==> src/hw/dcs_pkg.sv <==
// Purpose: Shared constants and types for the daisy-chain serial command port.
// Assumes: Frame bits arrive MSB first, one per serial clock falling edge.
// Notes:   Edge numbers count serial clock falling edges from the start of a frame.
package dcs_pkg;

    // ------------------------------------------------------------------
    // Frame timing
    // ------------------------------------------------------------------
    localparam int         SYNC_STAGES     = 3;
    localparam int         EDGE_W          = 5;
    localparam logic [4:0] EDGE_CMD        = 5'h03;
    localparam logic [4:0] EDGE_RESP_FIRST = 5'h04;
    localparam logic [4:0] EDGE_RESP_LAST  = 5'h0D;
    localparam logic [4:0] EDGE_CFG_TAKE   = 5'h0E;
    localparam logic [4:0] EDGE_FRAME      = 5'h10;

    // ------------------------------------------------------------------
    // Command addresses
    // ------------------------------------------------------------------
    typedef enum logic [2:0] {
        CMD_NOP    = 3'h0,
        CMD_WR_CFG = 3'h1,
        CMD_RSV2   = 3'h2,
        CMD_RSV3   = 3'h3,
        CMD_RD_ERR = 3'h4,
        CMD_RD_CFG = 3'h5,
        CMD_RSV6   = 3'h6,
        CMD_RSV7   = 3'h7
    } dcs_cmd_t;

    // ------------------------------------------------------------------
    // Register layouts and reset values
    // ------------------------------------------------------------------
    localparam logic [2:0] DEVICE_CONFIGURATION_ADDR = 3'h1;
    localparam logic [9:0] CFG_RESET       = 10'h000;
    localparam int         CFG_MODE_LSB    = 7;
    localparam int         CFG_BOTH_LSB    = 4;
    localparam int         CFG_THERM_BIT   = 3;
    localparam int         ERR_INTERM_BIT  = 9;
    localparam int         ERR_SHORT_BIT   = 8;
    localparam int         ERR_OPEN_BIT    = 7;
    localparam int         ERR_OTEMP_BIT   = 6;
    localparam int         ERR_BROWN_BIT   = 5;
    localparam int         COND_SHORT      = 0;
    localparam int         COND_OPEN       = 1;
    localparam int         COND_OTEMP      = 2;
    localparam int         COND_BROWN      = 3;
    localparam logic [3:0] COND_RESET      = 4'h0;

    // ------------------------------------------------------------------
    // Port state machine
    // ------------------------------------------------------------------
    typedef enum logic [2:0] {
        ST_IDLE  = 3'b001,
        ST_SHIFT = 3'b010,
        ST_DONE  = 3'b100
    } dcs_state_t;

endpackage

==> src/hw/dcs_err_if.sv <==
// Purpose: Carries error readback requests and status between port and tracker.
// Assumes: One clock domain, sys_clk_i.
// Notes:   read_req is a one-cycle pulse at the end of a complete read-error frame.
`timescale 1ns/1ps
interface dcs_err_if;
    logic       read_req;
    logic [9:0] status;
    logic       irq;

    modport port    (output read_req, input status, input irq);
    modport tracker (input read_req, output status, output irq);
endinterface

==> src/hw/dcs_sync3.sv <==
// Purpose: Three-stage synchroniser with agreement filter for pin inputs.
// Assumes: Inputs are asynchronous to sys_clk_i.
// Notes:   The output follows only once the second and third stages agree.
`timescale 1ns/1ps
module dcs_sync3 import dcs_pkg::*; #(
    parameter int           W       = 1,
    parameter logic [W-1:0] RST_VAL = '0
) (
    // Clock and reset
    input  wire logic         sys_clk_i,
    input  wire logic         rstn_i,
    // Data
    input  wire logic [W-1:0] async_i,
    output logic      [W-1:0] sync_o
);
    logic [W-1:0] ff1_q;
    logic [W-1:0] ff2_q;
    logic [W-1:0] ff3_q;
    logic [W-1:0] out_q;

    always_ff @(posedge sys_clk_i or negedge rstn_i) begin
        if (!rstn_i) begin
            ff1_q <= RST_VAL;
            ff2_q <= RST_VAL;
            ff3_q <= RST_VAL;
        end else begin
            ff1_q <= async_i;
            ff2_q <= ff1_q;
            ff3_q <= ff2_q;
        end
    end

    always_ff @(posedge sys_clk_i or negedge rstn_i) begin
        if (!rstn_i) begin
            out_q <= RST_VAL;
        end else begin
            for (int i = 0; i < W; i++) begin
                if (ff2_q[i] == ff3_q[i]) begin
                    out_q[i] <= ff3_q[i];
                end
            end
        end
    end

    assign sync_o = out_q;
endmodule

==> src/hw/dcs_err_tracker.sv <==
// Purpose: Latches error conditions, the intermittent flag and the interrupt.
// Assumes: Conditions are already synchronised to sys_clk_i.
// Notes:   First read releases the interrupt, second read reloads the register.
`timescale 1ns/1ps
module dcs_err_tracker import dcs_pkg::*; (
    // Clock and reset
    input  wire logic       sys_clk_i,
    input  wire logic       rstn_i,
    // Live error conditions
    input  wire logic [3:0] cond_i,
    // Port side
    dcs_err_if.tracker      err_if
);
    logic [3:0] err_q;
    logic [3:0] reported_q;
    logic       interm_q;
    logic       read_once_q;
    logic       irq_q;
    logic       new_evt;
    logic       reload;
    logic [1:0] gone;

    assign new_evt = |(cond_i & ~err_q & ~reported_q);
    assign reload  = err_if.read_req & read_once_q;
    // Only short circuit and open load can vanish into the intermittent flag.
    assign gone    = err_q[COND_OPEN:COND_SHORT] & ~cond_i[COND_OPEN:COND_SHORT] & ~{2{reload}};

    // ------------------------------------------------------------------
    // Error latches
    // ------------------------------------------------------------------
    always_ff @(posedge sys_clk_i or negedge rstn_i) begin
        if (!rstn_i) begin
            err_q <= COND_RESET;
        end else if (reload) begin
            err_q <= cond_i;
        end else begin
            err_q <= err_q | cond_i;
        end
    end

    always_ff @(posedge sys_clk_i or negedge rstn_i) begin
        if (!rstn_i) begin
            interm_q <= 1'b0;
        end else if (|gone) begin
            interm_q <= 1'b1;
        end else if (reload) begin
            interm_q <= 1'b0;
        end
    end

    always_ff @(posedge sys_clk_i or negedge rstn_i) begin
        if (!rstn_i) begin
            reported_q  <= COND_RESET;
            read_once_q <= 1'b0;
        end else if (err_if.read_req) begin
            read_once_q <= ~read_once_q;
            // Resolved errors are forgotten on the second read so they can fire again.
            reported_q  <= reload ? ((reported_q | err_q) & cond_i) : (reported_q | err_q);
        end
    end

    // ------------------------------------------------------------------
    // Interrupt: a new error wins over a read in the same cycle
    // ------------------------------------------------------------------
    always_ff @(posedge sys_clk_i or negedge rstn_i) begin
        if (!rstn_i) begin
            irq_q <= 1'b0;
        end else if (new_evt) begin
            irq_q <= 1'b1;
        end else if (err_if.read_req) begin
            irq_q <= 1'b0;
        end
    end

    always_comb begin
        err_if.status                 = '0;
        err_if.status[ERR_INTERM_BIT] = interm_q;
        err_if.status[ERR_SHORT_BIT]  = err_q[COND_SHORT];
        err_if.status[ERR_OPEN_BIT]   = err_q[COND_OPEN];
        err_if.status[ERR_OTEMP_BIT]  = err_q[COND_OTEMP];
        err_if.status[ERR_BROWN_BIT]  = err_q[COND_BROWN];
    end

    assign err_if.irq = irq_q;
endmodule

==> src/hw/dcs_spi_port.sv <==
// Purpose: Daisy-chain serial command port with configuration and error readback.
// Assumes: Serial clock, data, selects and fault levels are asynchronous pins.
// Notes:   Bits are taken on serial clock falling edges, MSB of the command first.
//
// Functional notes
// - After the frame, serial output is released and stays released while selected.
// - A frame is valid only after exactly 16 serial clock falling edges; a configuration write still lands at edge 14.
// - Frame-done falls on the 16th falling edge, starting the next device.
// - Bits 13 to 11 are the command; bits 9 to 0 carry the data.
// - Command 0 changes nothing; output stays driven and returns zeros.
// - Command 1 writes configuration after the 14th falling edge; output held low.
// - Commands 4 and 5 return error status and configuration on bits 9 to 0.
// - Commands 2, 3, 6 and 7 behave as no operation.
// - Each error readback bit stands for one error; several may be set.
// - A short circuit or open load that clears before being read sets the intermittent flag.
// - Only short circuit and open load may set the intermittent flag.
// - The interrupt asserts only on a newly detected error condition.
// - Reading the error register releases the interrupt until a new error.
// - Port is active only while both selects are low; otherwise it resets.
// - After a complete frame, input is ignored until a select rises and falls.
// - Error bits: 9 intermittent, 8 short, 7 open, 6 overtemp, 5 brownout.
// - Configuration: mode in 9 to 7, brownout threshold 6 to 4, thermal 3.
`timescale 1ns/1ps
module dcs_spi_port import dcs_pkg::*; (
    // Clock and reset
    input  wire logic       sys_clk_i,
    input  wire logic       rstn_i,
    // Serial link pins
    input  wire logic       chip_select_primary_n_i,
    input  wire logic       chip_select_chain_n_i,
    input  wire logic       sclk_i,
    input  wire logic       din_i,
    output logic            dout_o,
    output logic            dout_oe_o,
    output logic            frame_done_n_o,
    // Fault detector levels
    input  wire logic       fault_short_i,
    input  wire logic       fault_open_i,
    input  wire logic       fault_overtemp_i,
    input  wire logic       fault_brownout_i,
    // Open-drain error interrupt
    output logic            error_n_o,
    output logic            error_oe_o,
    // Configuration outputs
    output logic [2:0]      op_mode_o,
    output logic [2:0]      brownout_threshold_select_o,
    output logic            thermal_protect_en_o
);

    // ------------------------------------------------------------------
    // Pin synchronisers
    // ------------------------------------------------------------------
    logic [3:0]  pins_s;
    logic [3:0]  cond_s;
    logic        cs_pri_n_s;
    logic        cs_chn_n_s;
    logic        sclk_s;
    logic        din_s;

    // Link pins reset to deselected, serial clock idle high.
    dcs_sync3 #(.W(4), .RST_VAL(4'hE)) u_sync_link (
        .sys_clk_i (sys_clk_i),
        .rstn_i    (rstn_i),
        .async_i   ({chip_select_primary_n_i, chip_select_chain_n_i, sclk_i, din_i}),
        .sync_o    (pins_s)
    );

    dcs_sync3 #(.W(4), .RST_VAL(COND_RESET)) u_sync_fault (
        .sys_clk_i (sys_clk_i),
        .rstn_i    (rstn_i),
        .async_i   ({fault_brownout_i, fault_overtemp_i, fault_open_i, fault_short_i}),
        .sync_o    (cond_s)
    );

    assign cs_pri_n_s = pins_s[3];
    assign cs_chn_n_s = pins_s[2];
    assign sclk_s     = pins_s[1];
    assign din_s      = pins_s[0];

    // ------------------------------------------------------------------
    // Error tracker
    // ------------------------------------------------------------------
    dcs_err_if err_if ();

    dcs_err_tracker u_err (
        .sys_clk_i (sys_clk_i),
        .rstn_i    (rstn_i),
        .cond_i    (cond_s),
        .err_if    (err_if)
    );

    // ------------------------------------------------------------------
    // Select and serial clock edge detection
    // ------------------------------------------------------------------
    logic        selected;
    logic        sclk_prev_q;
    logic        sclk_fall;

    assign selected = ~cs_pri_n_s & ~cs_chn_n_s;

    always_ff @(posedge sys_clk_i or negedge rstn_i) begin
        if (!rstn_i) begin
            sclk_prev_q <= 1'b0;
        end else begin
            sclk_prev_q <= sclk_s;
        end
    end

    assign sclk_fall = sclk_prev_q & ~sclk_s;

    // ------------------------------------------------------------------
    // Frame state machine
    // ------------------------------------------------------------------
    dcs_state_t        state_q;
    logic [EDGE_W-1:0] edge_cnt_q;
    logic [EDGE_W-1:0] edge_next;
    logic              bit_taken;
    logic              cmd_edge;
    logic              resp_edge;
    logic              cfg_edge;
    logic              frame_end;

    assign edge_next = edge_cnt_q + 5'h01;
    assign bit_taken = (state_q == ST_SHIFT) & selected & sclk_fall;

    // One-cycle strobes at the fixed edge positions of a frame.
    assign cmd_edge  = bit_taken & (edge_next == EDGE_CMD);
    assign resp_edge = bit_taken & (edge_next >= EDGE_RESP_FIRST) & (edge_next <= EDGE_RESP_LAST);
    assign cfg_edge  = bit_taken & (edge_next == EDGE_CFG_TAKE);
    assign frame_end = bit_taken & (edge_next == EDGE_FRAME);

    always_ff @(posedge sys_clk_i or negedge rstn_i) begin
        if (!rstn_i) begin
            state_q <= ST_IDLE;
        end else if (!selected) begin
            state_q <= ST_IDLE;
        end else begin
            case (state_q)
                ST_IDLE: begin
                    state_q <= ST_SHIFT;
                end
                ST_SHIFT: begin
                    if (frame_end) begin
                        state_q <= ST_DONE;
                    end
                end
                ST_DONE: begin
                    state_q <= ST_DONE;
                end
                default: begin
                    state_q <= ST_IDLE;
                end
            endcase
        end
    end

    always_ff @(posedge sys_clk_i or negedge rstn_i) begin
        if (!rstn_i) begin
            edge_cnt_q <= '0;
        end else if (state_q != ST_SHIFT || !selected) begin
            edge_cnt_q <= '0;
        end else if (sclk_fall) begin
            edge_cnt_q <= edge_next;
        end
    end

    // ------------------------------------------------------------------
    // Input shift and command decode
    // ------------------------------------------------------------------
    logic [12:0] shift_q;
    logic [13:0] shift_in;
    dcs_cmd_t    cmd_q;
    logic [9:0]  resp_q;
    logic [9:0]  cfg_q;

    assign shift_in = {shift_q, din_s};

    always_ff @(posedge sys_clk_i or negedge rstn_i) begin
        if (!rstn_i) begin
            shift_q <= '0;
        end else if (bit_taken && edge_next <= EDGE_CFG_TAKE) begin
            shift_q <= shift_in[12:0];
        end
    end

    always_ff @(posedge sys_clk_i or negedge rstn_i) begin
        if (!rstn_i) begin
            cmd_q <= CMD_NOP;
        end else if (state_q == ST_IDLE) begin
            cmd_q <= CMD_NOP;
        end else if (cmd_edge) begin
            cmd_q <= dcs_cmd_t'(shift_in[2:0]);
        end
    end

    // Response register: loaded when the command is known, shifted out MSB first.
    always_ff @(posedge sys_clk_i or negedge rstn_i) begin
        if (!rstn_i) begin
            resp_q <= '0;
        end else if (cmd_edge) begin
            case (dcs_cmd_t'(shift_in[2:0]))
                CMD_RD_ERR: begin
                    resp_q <= err_if.status;
                end
                CMD_RD_CFG: begin
                    resp_q <= cfg_q;
                end
                default: begin
                    resp_q <= '0;
                end
            endcase
        end else if (resp_edge) begin
            resp_q <= {resp_q[8:0], 1'b0};
        end
    end

    // ------------------------------------------------------------------
    // Configuration register
    // ------------------------------------------------------------------
    // A frame cut after edge 14 keeps its write.
    always_ff @(posedge sys_clk_i or negedge rstn_i) begin
        if (!rstn_i) begin
            cfg_q <= CFG_RESET;
        end else if (cfg_edge && cmd_q == CMD_WR_CFG) begin
            cfg_q <= shift_in[9:0];
        end
    end

    assign op_mode_o                   = cfg_q[CFG_MODE_LSB +: 3];
    assign brownout_threshold_select_o = cfg_q[CFG_BOTH_LSB +: 3];
    assign thermal_protect_en_o        = cfg_q[CFG_THERM_BIT];

    // ------------------------------------------------------------------
    // Serial output, frame-done and read side effect
    // ------------------------------------------------------------------
    logic dout_q;
    logic dout_oe_q;
    logic frame_done_n_q;
    logic read_req_q;
    logic error_n_q;

    // Data out is released once the frame ends.
    always_ff @(posedge sys_clk_i or negedge rstn_i) begin
        if (!rstn_i) begin
            dout_q    <= 1'b0;
            dout_oe_q <= 1'b0;
        end else if (!selected || state_q == ST_DONE) begin
            dout_q    <= 1'b0;
            dout_oe_q <= 1'b0;
        end else if (state_q == ST_IDLE) begin
            dout_q    <= 1'b0;
            dout_oe_q <= 1'b1;
        end else if (bit_taken) begin
            if (frame_end) begin
                dout_q    <= 1'b0;
                dout_oe_q <= 1'b0;
            end else if (resp_edge) begin
                dout_q    <= resp_q[9];
            end else begin
                dout_q    <= 1'b0;
            end
        end
    end

    always_ff @(posedge sys_clk_i or negedge rstn_i) begin
        if (!rstn_i) begin
            frame_done_n_q <= 1'b1;
        end else if (!selected) begin
            frame_done_n_q <= 1'b1;
        end else if (frame_end) begin
            frame_done_n_q <= 1'b0;
        end
    end

    // Only a complete read-error frame counts as a read of the error register.
    always_ff @(posedge sys_clk_i or negedge rstn_i) begin
        if (!rstn_i) begin
            read_req_q <= 1'b0;
        end else begin
            read_req_q <= frame_end && cmd_q == CMD_RD_ERR;
        end
    end

    always_ff @(posedge sys_clk_i or negedge rstn_i) begin
        if (!rstn_i) begin
            error_n_q <= 1'b1;
        end else begin
            error_n_q <= 1'b0;
        end
    end

    assign err_if.read_req = read_req_q;
    assign dout_o          = dout_q;
    assign dout_oe_o       = dout_oe_q;
    assign frame_done_n_o  = frame_done_n_q;
    assign error_n_o       = error_n_q;
    assign error_oe_o      = err_if.irq;
endmodule

==> config.mk <==
export PLATFORM = sky130hd
export DESIGN_NAME = dcs_spi_port
export DESIGN_NICKNAME = d
export VERILOG_FILES = /design/src/hw/dcs_pkg.sv /design/src/hw/dcs_err_if.sv /design/src/hw/dcs_sync3.sv /design/src/hw/dcs_err_tracker.sv /design/src/hw/dcs_spi_port.sv
export SDC_FILE = /design/constraint.sdc
export NUM_CORES = 1
export LEC_CHECK = 0
export ABC_AREA = 1
export BUFFER_PORTS_ARGS = -buffer_cell sky130_fd_sc_hd__buf_2
export CAP_MARGIN = 20
export CORE_MARGIN = 2
export CORE_UTILIZATION = 60
export DETAILED_ROUTE_END_ITERATION = 7
export GPL_TIMING_DRIVEN = 0
export PLACE_DENSITY = 0.76
export SETUP_SLACK_MARGIN = 0.05
export SYNTH_ARGS = -nofsm -noshare
export SYNTH_HDL_FRONTEND = slang
export SYNTH_SLANG_ARGS = --single-unit
==> constraint.sdc <==
create_clock -name sys_clk_i -period 2.4 [get_ports sys_clk_i]
set_input_delay 0.36 -clock sys_clk_i [delete_from_list [all_inputs] [get_ports sys_clk_i]]
set_output_delay 0.36 -clock sys_clk_i [all_outputs]
set_load 0.03 [all_outputs]
==> impl_metrics.toml <==
[run_status]
outcome = "completed"

[sta]
period_share_pct = 79.1
min_period_ps = 1900
hold_viol_final = 0
fmax_ghz = 0.527
clock_skew_ps = 9.00
finalMaxSlewViolations = 0
worstMarginPinSlew_ps = 586
finalSetupViolCount = 0
rsz0062_at_grt = "no"
holdWs_ps = 106
tns_ps = 0
max_slew_margin_pct = 60.5

[clock_tree]
cts_tree = "done"
cts_root_buf = "clkbuf_8"
htreeDepth = 3
insertion_delay_ps = 350
cts_buffers = 9
cts_num_sinks = 89
cts_resized = 0
clk_pin_slew_worst_paths_ps = 80
clockBufferDepth = 2

[yosys]
syn-num-nets = 371
synth_top_area_cell = "dfrtp_1"
synth-compound-area-share_pct = 7.83
yosysWarnings = 0
synth_top_family_by_area = "simple AND/OR/NAND/NOR gates"
synth_common_cells = "nand2_1 (76), dfrtp_1 (74), inv_1 (46), nand3_1 (32)"
syn_area_sq_um = 3640
synth.area.top_cells = "dfrtp_1 (51%), dfstp_2 (11%), nand2_1 (7.8%)"
synthFlopType = "dfrtp_1"
synthCells = 357
muxShareOfSynthArea_pct = 0
synth-edff-count = 0
synthXorXnorAreaFrac_pct = 0
yosysSeqAreaShare_pct = 61.6
synth_most_common_cell = "nand2_1"
async_flop_share_pct = 100
yosys.cell_types.count = 30
yosys.area_share.simple_pct = 19.5
yosys.area_share.adder_pct = 3.57
synth_top_area_share_pct = 50.8
synth_seq_cells = 89
synth.avg_cell_area_sq_um = 10.2

[global_routing]
grt_pass1_wl_um = 10600
antenna_found_initial = 0
grt_max_degree = 74
grt_overflow = 0
first_global_vias = 2348
grt_usage_pct = 21.2

[min_path]
min_path_type = "in -> reg"
hold_path_end = "u_sync_link.ff1_q[3]$_DFF_PN1_"
holdPathStages = 1
hold_start = "chip_select_primary_n_i"

[layout]
final-instance-count-excl-fill = 471
nNetsFinal = 405
diodes = 0
fin_util_pct = 69.2
nFillCells = 447
drive_gt1_share_pct = 21.0
area_delta_synth_final_pct = 11.8

[routing]
drc_errors = 0
first_pass_iters = 5
totalWireLength_um = 6180
wl_per_cell_um = 13.1
via_count = 2444
drtAntennaViolNets = 0
initialDrtViolationCount = 146
viasPerCell = 5.19

[setup_path]
path_cells = "ha_1 -> inv_1 -> nand2_1 -> nand2_2 -> nand3_2 -> nor2_4 -> nand2_2 -> buf_6 -> nand3_1 -> nand2_1"
cp-start-kind = "flip-flop"
critPathRequiredTime_ps = 2640
worstPathArrival_ps = 2140
rrSetupSlack_ps = 500
critPathKind = "reg -> reg"
crit_fanout = 10
end_kind = "flip-flop"
timing.rr.start = "edge_cnt_q[1]$_DFFE_PN0P_"
slowest_delay_ps = 460
ff2ff_path_depth = 10
slowest_stage = "dfrtp_1"
r2r_end = "resp_q[7]$_DFFE_PN0P_"

[floorplanning]
io_pins = 22
core_sq_um = 5890
rows = 28
die_w_um = 81.9
start_util_pct = 61.9
dieArea_sq_um = 6710
die_h_um = 81.9

[place]
placed_cells = 454
gp_congestion = 0.817
portBuffers = 21
hpwl_um = 4350

[pwr]
ir_worst_vdd_uv = 569
power.density_nw_per_um2 = 655
p_comb_share_pct = 4.3
pwr-share-clk_pct = 36.2
p_leak_uw = 0.00197
power_uw = 2670
seqPwrFrac_pct = 59.5
p_int_uw = 2060
sw_frac_of_total_pct = 22.8
switchingPower_uw = 610

[flow_run]
cap_viol_max_count = 0
## cell usage in the layout (no fill, tap or decap), types with 3 or more instances in the layout
master,instances
nor2_2,4
nor2_1,6
nand2_1,76
nor2_4,3
dfrtp_1,74
ha_1,4
maj3_1,8
o21ai_1,20
buf_6,3
nor3_1,4
o21bai_1,4
dfstp_2,15
nand3_2,3
inv_1,46
o22ai_1,5
nand2_2,3
nand4_1,6
buf_2,22
buf_4,7
nand3_1,32
o21ai_0,20
clkbuf_8,12
a21oi_1,3
## critical path, delay by kind of cell (launching register included)
family	cells	cell delay, ps
DFF	1	460
buffers and inverters	2	250
and+or+nand+nor	7	790
adders and majority gates	1	280
## power groups by stage
stage | sequential [uW] | combinational, uW | clock [uW]
final | 1590 | 115 | 967
after detailed placement | 1620 | 115 | 0
after global placement | 1610 | 106 | 0
after CTS | 1590 | 117 | 993
after global routing | 1590 | 129 | 1060
after floorplan | 1620 | 50.4 | 0
## timing repair
item | CTS | global route
buffers inserted | 0 | 0
hold buffers | 1 | 0
hold endpoints to repair | 16 | 0
endpoints found under the setup margin | 0 | 0
## layout make-up
class,instances,area [sq um],area share (%)
sequential,89,2250,55.1
multi-input combinational,210,1130,27.8
inverter,47,178,4.36
clock buffer,13,169,4.14
timing repair buffer,23,145,3.56
tap,75,93.8,2.30
buffer,11,88.8,2.18
clock inverter,3,23.8,0.583
## cell families (layout without fill, tap and decap cells)
kind of cell / after synthesis / count (layout)
simple gates: 144 / 144
flops: 89 / 89
buf+inv: 58 / 97
compound gates: 53 / 53
fa+ha+maj: 12 / 12
other cells: 1 / 1
## stage by stage
stage / setup WS (ps) / cell area [sq um]
4_1_cts: 528 / 4080
6_report: 501 / 4080
3_5_place_dp: 541 / 3870
3_3_place_gp: 283 / 3840
2_1_floorplan: 752 / 3640
5_1_grt: 304 / 4080
## per-layer routing
metal	global-route usage [%]	part of all wire, %	up-vias
met1	28.4	47	1188
met3	5.27	3.1	8
li1	-	-	1215
met5	0	0	-
met4	8.00	1.7	0
met2	33.6	48	33
## how the worst max path moves through the flow
stage / from / to / slack (ps) / cells after the start
after global routing: edge_cnt_q[1]$_DFFE_PN0P_ / resp_q[7]$_DFFE_PN0P_ / 300 / 10
after detailed placement: edge_cnt_q[1]$_DFFE_PN0P_ / resp_q[7]$_DFFE_PN0P_ / 540 / 10
after floorplan: edge_cnt_q[0]$_DFFE_PN0P_ / resp_q[3]$_DFFE_PN0P_ / 750 / 10
after global placement: rstn_i / shift_q[5]$_DFFE_PN0P_ / 280 / 1
after CTS: edge_cnt_q[1]$_DFFE_PN0P_ / resp_q[7]$_DFFE_PN0P_ / 530 / 10
final: edge_cnt_q[1]$_DFFE_PN0P_ / resp_q[7]$_DFFE_PN0P_ / 500 / 10
## state kept, by name, indices dropped and copies added, names as in the netlist, 3 cells and up
| name | flops |
|---|---|
| cfg_q | 10 |
| resp_q | 10 |
| shift_q | 9 |
| edge_cnt_q | 5 |
| u_err.err_q | 4 |
| u_err.reported_q | 4 |
| u_sync_fault.ff1_q | 4 |
| u_sync_fault.ff2_q | 4 |
| u_sync_fault.ff3_q | 4 |
| u_sync_fault.sync_o | 4 |
| u_sync_link.ff1_q | 4 |
| u_sync_link.ff2_q | 4 |
| u_sync_link.ff3_q | 4 |
| u_sync_link.sync_o | 4 |
| cmd_q | 3 |
| state_q | 3 |
Note: power is estimated with default switching activity, not from simulation.
